[config.mk]
export PLATFORM = sky130hd
export DESIGN_NAME = wai_exec
export DESIGN_NICKNAME = d
export VERILOG_FILES = /design/src/verilog/wai_pkg.sv /design/src/verilog/wai_exec.sv
export SDC_FILE = /design/constraint.sdc
export NUM_CORES = 2
export LEC_CHECK = 0
export BUFFER_PORTS_ARGS = -buffer_cell sky130_fd_sc_hd__clkbuf_2
export CAP_MARGIN = 10
export CORE_MARGIN = 2
export CORE_UTILIZATION = 25
export DETAILED_ROUTE_END_ITERATION = 16
export SLEW_MARGIN = 20
export SYNTH_ARGS = -nofsm -noshare
export SYNTH_HDL_FRONTEND = slang
export SYNTH_SLANG_ARGS = --single-unit
export TNS_END_PERCENT = 30
[constraint.sdc]
create_clock -name SYS_CLK -period 14.8 [get_ports SYS_CLK]
set_input_delay 0.74 -clock SYS_CLK [delete_from_list [all_inputs] [get_ports SYS_CLK]]
set_output_delay 0.74 -clock SYS_CLK [all_outputs]
set_load 0.03 [all_outputs]
[src/verilog/wai_pkg.sv]
package wai_pkg;

  // ----------------------------------------------------------------
  // widths
  // ----------------------------------------------------------------
  localparam int AW = 20;
  localparam int DW = 16;
  localparam int NREG = 16;

  // ----------------------------------------------------------------
  // register file indices and register port map
  // ----------------------------------------------------------------
  localparam logic [3:0] IDX_PC = 4'h0;
  localparam logic [3:0] IDX_SP = 4'h1;
  localparam logic [3:0] IDX_SR = 4'h2;
  localparam logic [4:0] PORT_STATUS = 5'h10;
  localparam logic [19:0] RF_RESET = 20'h00000;

  // status register bit positions
  localparam int SR_C = 0;
  localparam int SR_Z = 1;
  localparam int SR_N = 2;
  localparam int SR_V = 8;

  // fixed arithmetic constants
  localparam logic [19:0] STEP_WORD = 20'h00002;
  localparam logic [19:0] STEP_PAIR = 20'h00004;

  // ----------------------------------------------------------------
  // operations and addressing modes
  // ----------------------------------------------------------------
  typedef enum logic [3:0] {
    OP_ADD_ADDRESS_WORD,
    OP_COMPARE_ADDRESS_WORD,
    OP_CLEAR_ADDRESS_REGISTER,
    OP_DOUBLE_DECREMENT_ADDRESS,
    OP_DOUBLE_INCREMENT_ADDRESS,
    OP_MOVE_ADDRESS_WORD,
    OP_FAR_BRANCH,
    OP_FAR_CALL,
    OP_FAR_RETURN
  } wai_op_t;

  typedef enum logic [2:0] {
    MD_REGISTER,
    MD_IMMEDIATE,
    MD_SYMBOLIC,
    MD_ABSOLUTE,
    MD_INDIRECT,
    MD_INDIRECT_INC,
    MD_INDEXED
  } wai_mode_t;

endpackage

[src/verilog/wai_exec.sv]
`timescale 1ns/1ns
`default_nettype none

module wai_exec (
  input wire logic SYS_CLK,
  input wire logic RST,
  input wire logic CMD_VALID,
  input wire wai_pkg::wai_op_t CMD_OP,
  input wire wai_pkg::wai_mode_t CMD_MODE,
  input wire logic [3:0] CMD_SRC,
  input wire logic [3:0] CMD_DST,
  input wire logic [19:0] CMD_IMM,
  output logic BUSY,
  output logic DONE,
  output logic ERR,
  output logic [19:0] MEM_ADDR,
  output logic [15:0] MEM_WDATA,
  output logic MEM_WR,
  output logic MEM_RD,
  input wire logic [15:0] MEM_RDATA,
  input wire logic [4:0] REG_ADDR,
  input wire logic [19:0] REG_WDATA,
  input wire logic REG_WR,
  input wire logic REG_RD,
  output logic [19:0] REG_RDATA
);
  import wai_pkg::*;

  // ----------------------------------------------------------------
  // helpers
  // ----------------------------------------------------------------
  // full 20-bit adder: {v, c, sum}
  function automatic logic [21:0] add20(input logic [19:0] a,
                                        input logic [19:0] b,
                                        input logic cin);
    logic [20:0] s;
    logic v;
    s = {1'b0, a} + {1'b0, b} + {20'h00000, cin};
    v = (a[19] == b[19]) && (s[19] != a[19]);
    return {v, s};
  endfunction

  function automatic logic [19:0] sext16(input logic [19:0] x);
    return {{4{x[15]}}, x[15:0]};
  endfunction

  // operand sits in two memory words; the sequencer and the bus share
  // this so both leave idle on the very same decision
  function automatic logic fetches(input wai_op_t op, input wai_mode_t md);
    logic jump;
    logic mem;
    jump = (op == OP_FAR_BRANCH) || (op == OP_FAR_CALL);
    mem = (md != MD_REGISTER) && (md != MD_IMMEDIATE);
    return (op == OP_FAR_RETURN) || (jump && mem);
  endfunction

  typedef enum logic [2:0] {
    ST_IDLE,
    ST_RD_LO,
    ST_RD_HI,
    ST_RD_END,
    ST_PUSH_HI,
    ST_PUSH_LO
  } wai_state_t;

  wai_state_t st_q;
  logic [19:0] rf_q [NREG];
  logic [19:0] tgt_q;
  logic [15:0] lo_q;
  logic [3:0] ptr_q;
  logic inc_q;
  logic call_q;
  logic ret_q;
  logic err_q;

  // ----------------------------------------------------------------
  // command decode
  // ----------------------------------------------------------------
  logic accept;
  logic is_alu;
  logic is_jump;
  logic direct;
  logic alu_ok;
  logic [19:0] srcv;
  logic [19:0] dstv;
  logic [19:0] ea;
  logic [21:0] alu;
  logic [19:0] sr_upd;
  logic fetch;
  logic push_now;

  assign accept = CMD_VALID && (st_q == ST_IDLE);
  assign is_jump = (CMD_OP == OP_FAR_BRANCH) || (CMD_OP == OP_FAR_CALL);
  assign is_alu = !is_jump && (CMD_OP != OP_FAR_RETURN);
  assign direct = (CMD_MODE == MD_REGISTER) || (CMD_MODE == MD_IMMEDIATE);
  assign alu_ok = is_alu && direct;
  assign srcv = (CMD_MODE == MD_IMMEDIATE) ? CMD_IMM : rf_q[CMD_SRC];
  assign dstv = rf_q[CMD_DST];
  assign fetch = accept && fetches(CMD_OP, CMD_MODE);
  // direct call pushes at once; a memory call only once its
  // target is held, so the stack never sees a half-built target
  assign push_now = accept && !fetch && (CMD_OP == OP_FAR_CALL);

  // effective address of a two-word target in memory
  always_comb begin
    unique case (CMD_MODE)
      MD_SYMBOLIC: ea = rf_q[IDX_PC] + sext16(CMD_IMM);
      MD_ABSOLUTE: ea = CMD_IMM;
      MD_INDEXED: ea = rf_q[CMD_SRC] + sext16(CMD_IMM);
      default: ea = rf_q[CMD_SRC];
    endcase
    if (CMD_OP == OP_FAR_RETURN) begin
      ea = rf_q[IDX_SP];
    end
  end

  // one adder serves every arithmetic op; subtraction is ~subtrahend + 1 (src for compare, STEP_WORD for decrement)
  always_comb begin
    unique case (CMD_OP)
      OP_COMPARE_ADDRESS_WORD: alu = add20(dstv, ~srcv, 1'b1);
      OP_DOUBLE_DECREMENT_ADDRESS: alu = add20(dstv, ~STEP_WORD, 1'b1);
      OP_DOUBLE_INCREMENT_ADDRESS: alu = add20(dstv, STEP_WORD, 1'b0);
      default: alu = add20(srcv, dstv, 1'b0);
    endcase
  end

  // only N Z C V move; mode bits pass through
  always_comb begin
    sr_upd = rf_q[IDX_SR];
    sr_upd[SR_N] = alu[19];
    sr_upd[SR_Z] = (alu[19:0] == 20'h00000);
    sr_upd[SR_C] = alu[20];
    sr_upd[SR_V] = alu[21];
  end

  // ----------------------------------------------------------------
  // sequencer
  // ----------------------------------------------------------------
  // reads are pipelined: low strobe, high strobe, then two captures
  always_ff @(posedge SYS_CLK or posedge RST) begin
    if (RST) begin
      st_q <= ST_IDLE;
    end else begin
      unique case (st_q)
        ST_IDLE: begin
          if (fetch) begin
            st_q <= ST_RD_LO;
          end else if (push_now) begin
            st_q <= ST_PUSH_HI;
          end
        end
        ST_RD_LO: st_q <= ST_RD_HI;
        ST_RD_HI: st_q <= ST_RD_END;
        ST_RD_END: st_q <= call_q ? ST_PUSH_HI : ST_IDLE;
        ST_PUSH_HI: st_q <= ST_PUSH_LO;
        ST_PUSH_LO: st_q <= ST_IDLE;
        // two of the eight codes are unused; recover to idle
        default: st_q <= ST_IDLE;
      endcase
    end
  end

  // held command context for the multi-cycle ops
  always_ff @(posedge SYS_CLK or posedge RST) begin
    if (RST) begin
      tgt_q <= RF_RESET;
      lo_q <= 16'h0000;
      ptr_q <= 4'h0;
      inc_q <= 1'b0;
      call_q <= 1'b0;
      ret_q <= 1'b0;
    end else begin
      if (accept) begin
        tgt_q <= srcv;
        ptr_q <= CMD_SRC;
        inc_q <= is_jump && (CMD_MODE == MD_INDIRECT_INC);
        call_q <= (CMD_OP == OP_FAR_CALL);
        ret_q <= (CMD_OP == OP_FAR_RETURN);
      end
      if (st_q == ST_RD_HI) begin
        lo_q <= MEM_RDATA;
      end
      // upper bits from the second word
      if (st_q == ST_RD_END) begin
        tgt_q <= {MEM_RDATA[3:0], lo_q};
      end
    end
  end

  // ----------------------------------------------------------------
  // register file
  // ----------------------------------------------------------------
  // a command accepted in the same cycle as a port write wins
  // limitation: an add, decrement or increment naming the status register as destination
  // ends with the new flags there, as the flag write comes last
  always_ff @(posedge SYS_CLK or posedge RST) begin
    if (RST) begin
      for (int i = 0; i < NREG; i++) begin
        rf_q[i] <= RF_RESET;
      end
    end else begin
      if (REG_WR && st_q == ST_IDLE && !accept && !REG_ADDR[4]) begin
        rf_q[REG_ADDR[3:0]] <= REG_WDATA;
      end
      if (accept && alu_ok) begin
        unique case (CMD_OP)
          OP_COMPARE_ADDRESS_WORD: begin
            rf_q[IDX_SR] <= sr_upd;
          end
          OP_CLEAR_ADDRESS_REGISTER: begin
            rf_q[CMD_DST] <= RF_RESET;
          end
          OP_MOVE_ADDRESS_WORD: begin
            rf_q[CMD_DST] <= srcv;
          end
          default: begin
            rf_q[CMD_DST] <= alu[19:0];
            rf_q[IDX_SR] <= sr_upd;
          end
        endcase
      end
      if (accept && CMD_OP == OP_FAR_BRANCH && direct) begin
        rf_q[IDX_PC] <= srcv;
      end
      if (st_q == ST_RD_END) begin
        if (ret_q) begin
          rf_q[IDX_PC] <= {MEM_RDATA[3:0], lo_q};
          rf_q[IDX_SP] <= rf_q[IDX_SP] + STEP_PAIR;
        end else begin
          if (inc_q) begin
            rf_q[ptr_q] <= rf_q[ptr_q] + STEP_PAIR;
          end
          if (!call_q) begin
            rf_q[IDX_PC] <= {MEM_RDATA[3:0], lo_q};
          end
        end
      end
      if (st_q == ST_PUSH_LO) begin
        rf_q[IDX_SP] <= rf_q[IDX_SP] - STEP_PAIR;
        rf_q[IDX_PC] <= tgt_q;
      end
    end
  end

  // ----------------------------------------------------------------
  // memory bus
  // ----------------------------------------------------------------
  // strobes are one cycle; data return in the cycle after a read
  always_ff @(posedge SYS_CLK or posedge RST) begin
    if (RST) begin
      MEM_ADDR <= RF_RESET;
      MEM_WDATA <= 16'h0000;
      MEM_WR <= 1'b0;
      MEM_RD <= 1'b0;
    end else begin
      MEM_WR <= 1'b0;
      MEM_RD <= 1'b0;
      if (fetch) begin
        MEM_RD <= 1'b1;
        MEM_ADDR <= ea;
      end else if (st_q == ST_RD_LO) begin
        MEM_RD <= 1'b1;
        MEM_ADDR <= MEM_ADDR + STEP_WORD;
      end else if (push_now || (st_q == ST_RD_END && call_q)) begin
        MEM_WR <= 1'b1;
        MEM_ADDR <= rf_q[IDX_SP] - STEP_WORD;
        MEM_WDATA <= {12'h000, rf_q[IDX_PC][19:16]};
      end else if (st_q == ST_PUSH_HI) begin
        MEM_WR <= 1'b1;
        MEM_ADDR <= rf_q[IDX_SP] - STEP_PAIR;
        MEM_WDATA <= rf_q[IDX_PC][15:0];
      end
    end
  end

  // ----------------------------------------------------------------
  // handshake and status
  // ----------------------------------------------------------------
  // busy is registered so it lags accept by one edge; the host must
  // not present a second command in the cycle after an accept
  always_ff @(posedge SYS_CLK or posedge RST) begin
    if (RST) begin
      BUSY <= 1'b0;
      DONE <= 1'b0;
      ERR <= 1'b0;
      err_q <= 1'b0;
    end else begin
      DONE <= 1'b0;
      ERR <= 1'b0;
      if (accept) begin
        // memory mode on an ALU op refused
        err_q <= is_alu && !direct;
        ERR <= is_alu && !direct;
      end
      if (accept && (is_alu || (CMD_OP == OP_FAR_BRANCH && direct))) begin
        DONE <= 1'b1;
      end else if (accept) begin
        BUSY <= 1'b1;
      end
      if ((st_q == ST_RD_END && !call_q) || st_q == ST_PUSH_LO) begin
        BUSY <= 1'b0;
        DONE <= 1'b1;
      end
    end
  end

  // register port read data: valid only in the cycle after the strobe
  always_ff @(posedge SYS_CLK or posedge RST) begin
    if (RST) begin
      REG_RDATA <= RF_RESET;
    end else if (!REG_RD) begin
      REG_RDATA <= RF_RESET;
    end else if (!REG_ADDR[4]) begin
      REG_RDATA <= rf_q[REG_ADDR[3:0]];
    end else if (REG_ADDR == PORT_STATUS) begin
      // call bit drops once the call is over
      REG_RDATA <= {17'h00000, err_q, call_q && (st_q != ST_IDLE),
                    st_q != ST_IDLE};
    end else begin
      REG_RDATA <= RF_RESET;
    end
  end

endmodule

`default_nettype wire

==> metrics.md <==
| Metric | Value |
|---|---|
| Final setup margin | `6.92 ns` |
| Synth async-reset ratio | `100%` |
| Least-Margin Pin Slew | `1.28 ns` |
| Final TNS setup | `0 ns` |
| Clk sinks | `428` |
| Post-synth cell types | `85` |
| Final nets | `4643` |
| Area occupied by multi-input gates | `29900 um2` |
| I/O Pins | `142` |
| RSZ-0062 raised after global routing | `false` |
| Post-DP HPWL | `177 mm` |
| Row count | `151` |
| Fin. max-slew vios | `0` |
| Leading cell type by number of instances after synthesis | `o21ai_0` |
| Synth top cells by count | `o21ai_0, dfrtp_1, a21oi_1` |
| Crit Path Category | `in2reg` |
| Setup Skew | `0.0380 ns` |
| DIE WIDTH | `416 um` |
| Arrival time worst endpoint | `8.40 ns` |
| Fill cells | `17.8k` |
| Via density per instance | `6.84` |
| Vias in the first global route | `43.0k` |
| Crit Path Max Fanout | `35` |
| Post-CTS Setup Bufs | `0` |
| Gr usage total | `27.2%` |
| Post-CTS Resized | `0` |
| Clock Path Buffers | `3` |
| Syn_area_per_cell | `9.27 um2` |
| Synthesis-to-finish area growth | `12.3%` |
| Post-Syn Instances | `4588` |
| Synth Cell Area | `42500 um2` |
| Core ar. | `169000 um2` |
| Register area share after synthesis | `25.2%` |
| Clk Tree Root Cell | `clkbuf_16` |
| Post-route ant nets | `0` |
| Post-DR wirelength/cell | `36.2 um` |
| Share of the synthesized area in the top cell type | `25.2%` |
| Synth Net Count | `4742` |
| Reg area | `10700 um2` |
| # placed instances | `6649` |
| Final hold vios | `0` |
| CTS buffer count | `54` |
| WP data required | `15.32 ns` |
| H-tree Lvls | `2` |
| Max_slew headroom | `13.8%` |
| DRT Pass-1 Iters | `12` |
| Setup-failing EPs final | `0` |
| First-pass GRT wire length | `341 mm` |
| Crit end category | `register` |
| Post-DP Area | `45800 um2` |
| Total Power | `10.8 mW` |
| Via count | `46.2k` |
| Largest net degree at the start of global routing | `129` |
| Dpl ws | `6.63 ns` |
| YS warnings | `0` |
| Die ar. | `173000 um2` |
| Die height | `416 um` |
| Clk pin slew, worst setup/hold paths | `0.07 ns` |
| Minimum clock period | `7.88 ns` |
| Fin crit share | `53.3%` |
| Post-synth EDFFs | `0` |
| Prevailing post-synth register cell | `dfrtp_1` |
| Layout cells sized above 1 | `20.1%` |
| Antenna violations before repair | `31` |
| Initial DRC Count | `8070` |
| Main area contributors after synthesis | `dfrtp_1, mux4_2, mux2i_1` |
| Hold_buf cts | `0` |
| Worst Hold Class | `in2async` |
| Crit path launch type | `input port` |
| Power Density | `225 nW/um2` |
| Synth area leader | `dfrtp_1` |
| LEAKAGE | `17.9 nW` |
| Starting Density | `25.1%` |
| Final WL | `244 mm` |
| DRC | `0` |
| Max cap viols | `0` |
| RePlAce Congestion | `1.09` |
| CTS tree | `built` |
| IO buf count | `141` |
| Outcome | `completed` |
| Design area | `47800 um2` |
| Clock latency on the worst-skew pair | `0.69 ns` |
| Grt ovf | `0` |
| Worst IR Drop VDD | `0.000158 V` |
| Fin cells | `6757` |
| Fmax | `127 MHz` |
| Yosys reg bits | `428` |
==> cell usage in the layout (no fill, tap or decap), types with 22 or more instances in the layout <==
cell / netlist / layout
nand3_1: 64 / 64
a211oi_1: 27 / 27
dfrtp_1: 428 / 426
ha_1: 70 / 70
a21oi_1: 410 / 409
nand2_1: 335 / 334
o221ai_1: 167 / 167
nor2b_1: 36 / 35
inv_1: 70 / 69
mux4_2: 359 / 359
clkbuf_2: 1 / 135
mux2i_1: 349 / 337
o21ai_0: 437 / 430
and3_1: 27 / 27
a21o_1: 30 / 30
xor2_1: 42 / 41
nor3_1: 70 / 62
a22oi_1: 100 / 100
mux2_2: 44 / 44
xnor2_1: 45 / 42
o22ai_1: 180 / 180
a221o_1: 83 / 83
clkbuf_16: 0 / 55
buf_4: 11 / 184
nor2_1: 338 / 319
o211ai_1: 31 / 31
nand2b_1: 22 / 22
a221oi_1: 48 / 47
a211o_1: 29 / 29
==> final timing paths <==
kind / start / to / slack [ns] / cells after the start
min in group SYS_CLK: MEM_RDATA[5] / lo_q[5] / 0.31 / 2
max reg2reg: rf_q[301] / rf_q[319] / 7.39 / 18
max in group asynchronous: RST / ptr_q[0] / 12.31 / 4
min: RST / lo_q[9] / 0.15 / 2
min reg2reg: err_q / err_q / 0.50 / 1
max: CMD_SRC[0] / rf_q[319] / 6.92 / 18
==> logic make-up after synthesis <==
group,Yosys count,synth area share [%]
adders and majority gates,73,2.20
xor gates and xnor gates,87,1.79
buffers and inverters,551,5.14
muxes,768,29.4
AOI/OAI and AO/OA,1681,25.6
DFF,428,25.2
and+or+nand+nor,1000,10.6
==> per-stage QoR <==
step           util (%)  hold WS (ns)
6_report           28.2         0.152
5_1_grt            28.2         0.200
4_1_cts            28.2         0.207
3_5_place_dp       27.1         0.468
3_3_place_gp       27.0         0.476
2_1_floorplan         -         0.450
==> layout make-up <==
cell class	count	area share [%]
Antenna cell	5	0.0262
Inverter	71	0.574
Sequential cell	428	22.4
Multi-Input combinational cell	3609	62.6
Timing Repair Buffer	325	4.54
Tap cell	2218	5.81
Clock buffer	77	3.24
Clock inverter	24	0.786
==> where the power goes <==
| part | total [mW] | switching, mW | internal (mW) |
|---|---|---|---|
| clock network | 1.50 | 0.614 | 0.884 |
| logic | 6.65 | 4.30 | 2.35 |
| registers | 2.61 | 0.971 | 1.64 |
| total | 10.8 | 5.88 | 4.88 |
==> metal layers <==
metal | part of all wire, % | track usage (%) | vias to the layer above
met1 | 35 | 33.5 | 22900
met2 | 40 | 38.2 | 4394
met3 | 16 | 11.9 | 1045
li1 | - | - | 17900
met5 | 0.20 | 0.722 | -
met4 | 8.5 | 18.0 | 30
==> flip-flops by register name (all words and copies together), names as in the netlist, 3 cells and up <==
name	cells
tgt_q	20
rf_q	320
lo_q	16
MEM_ADDR	20
REG_RDATA	20
st_q	3
MEM_WDATA	16
ptr_q	4
==> worst max-delay path: stages <==
cell	delay, ns
buf_6	0.37
buf_4	0.58
mux4_2	0.59
mux4_2	0.53
mux2i_1	0.73
ha_1	0.39
nand2b_1	0.17
a221o_1	0.34
a211oi_1	0.74
nand3_1	0.21
a2111oi_0	0.72
nor3_1	0.17
or4_1	0.51
o211ai_1	0.11
a22o_2	0.67
a221oi_1	0.20
a2111oi_0	0.38
o21ai_0	0.15
Note: power is estimated with default switching activity, not from simulation.
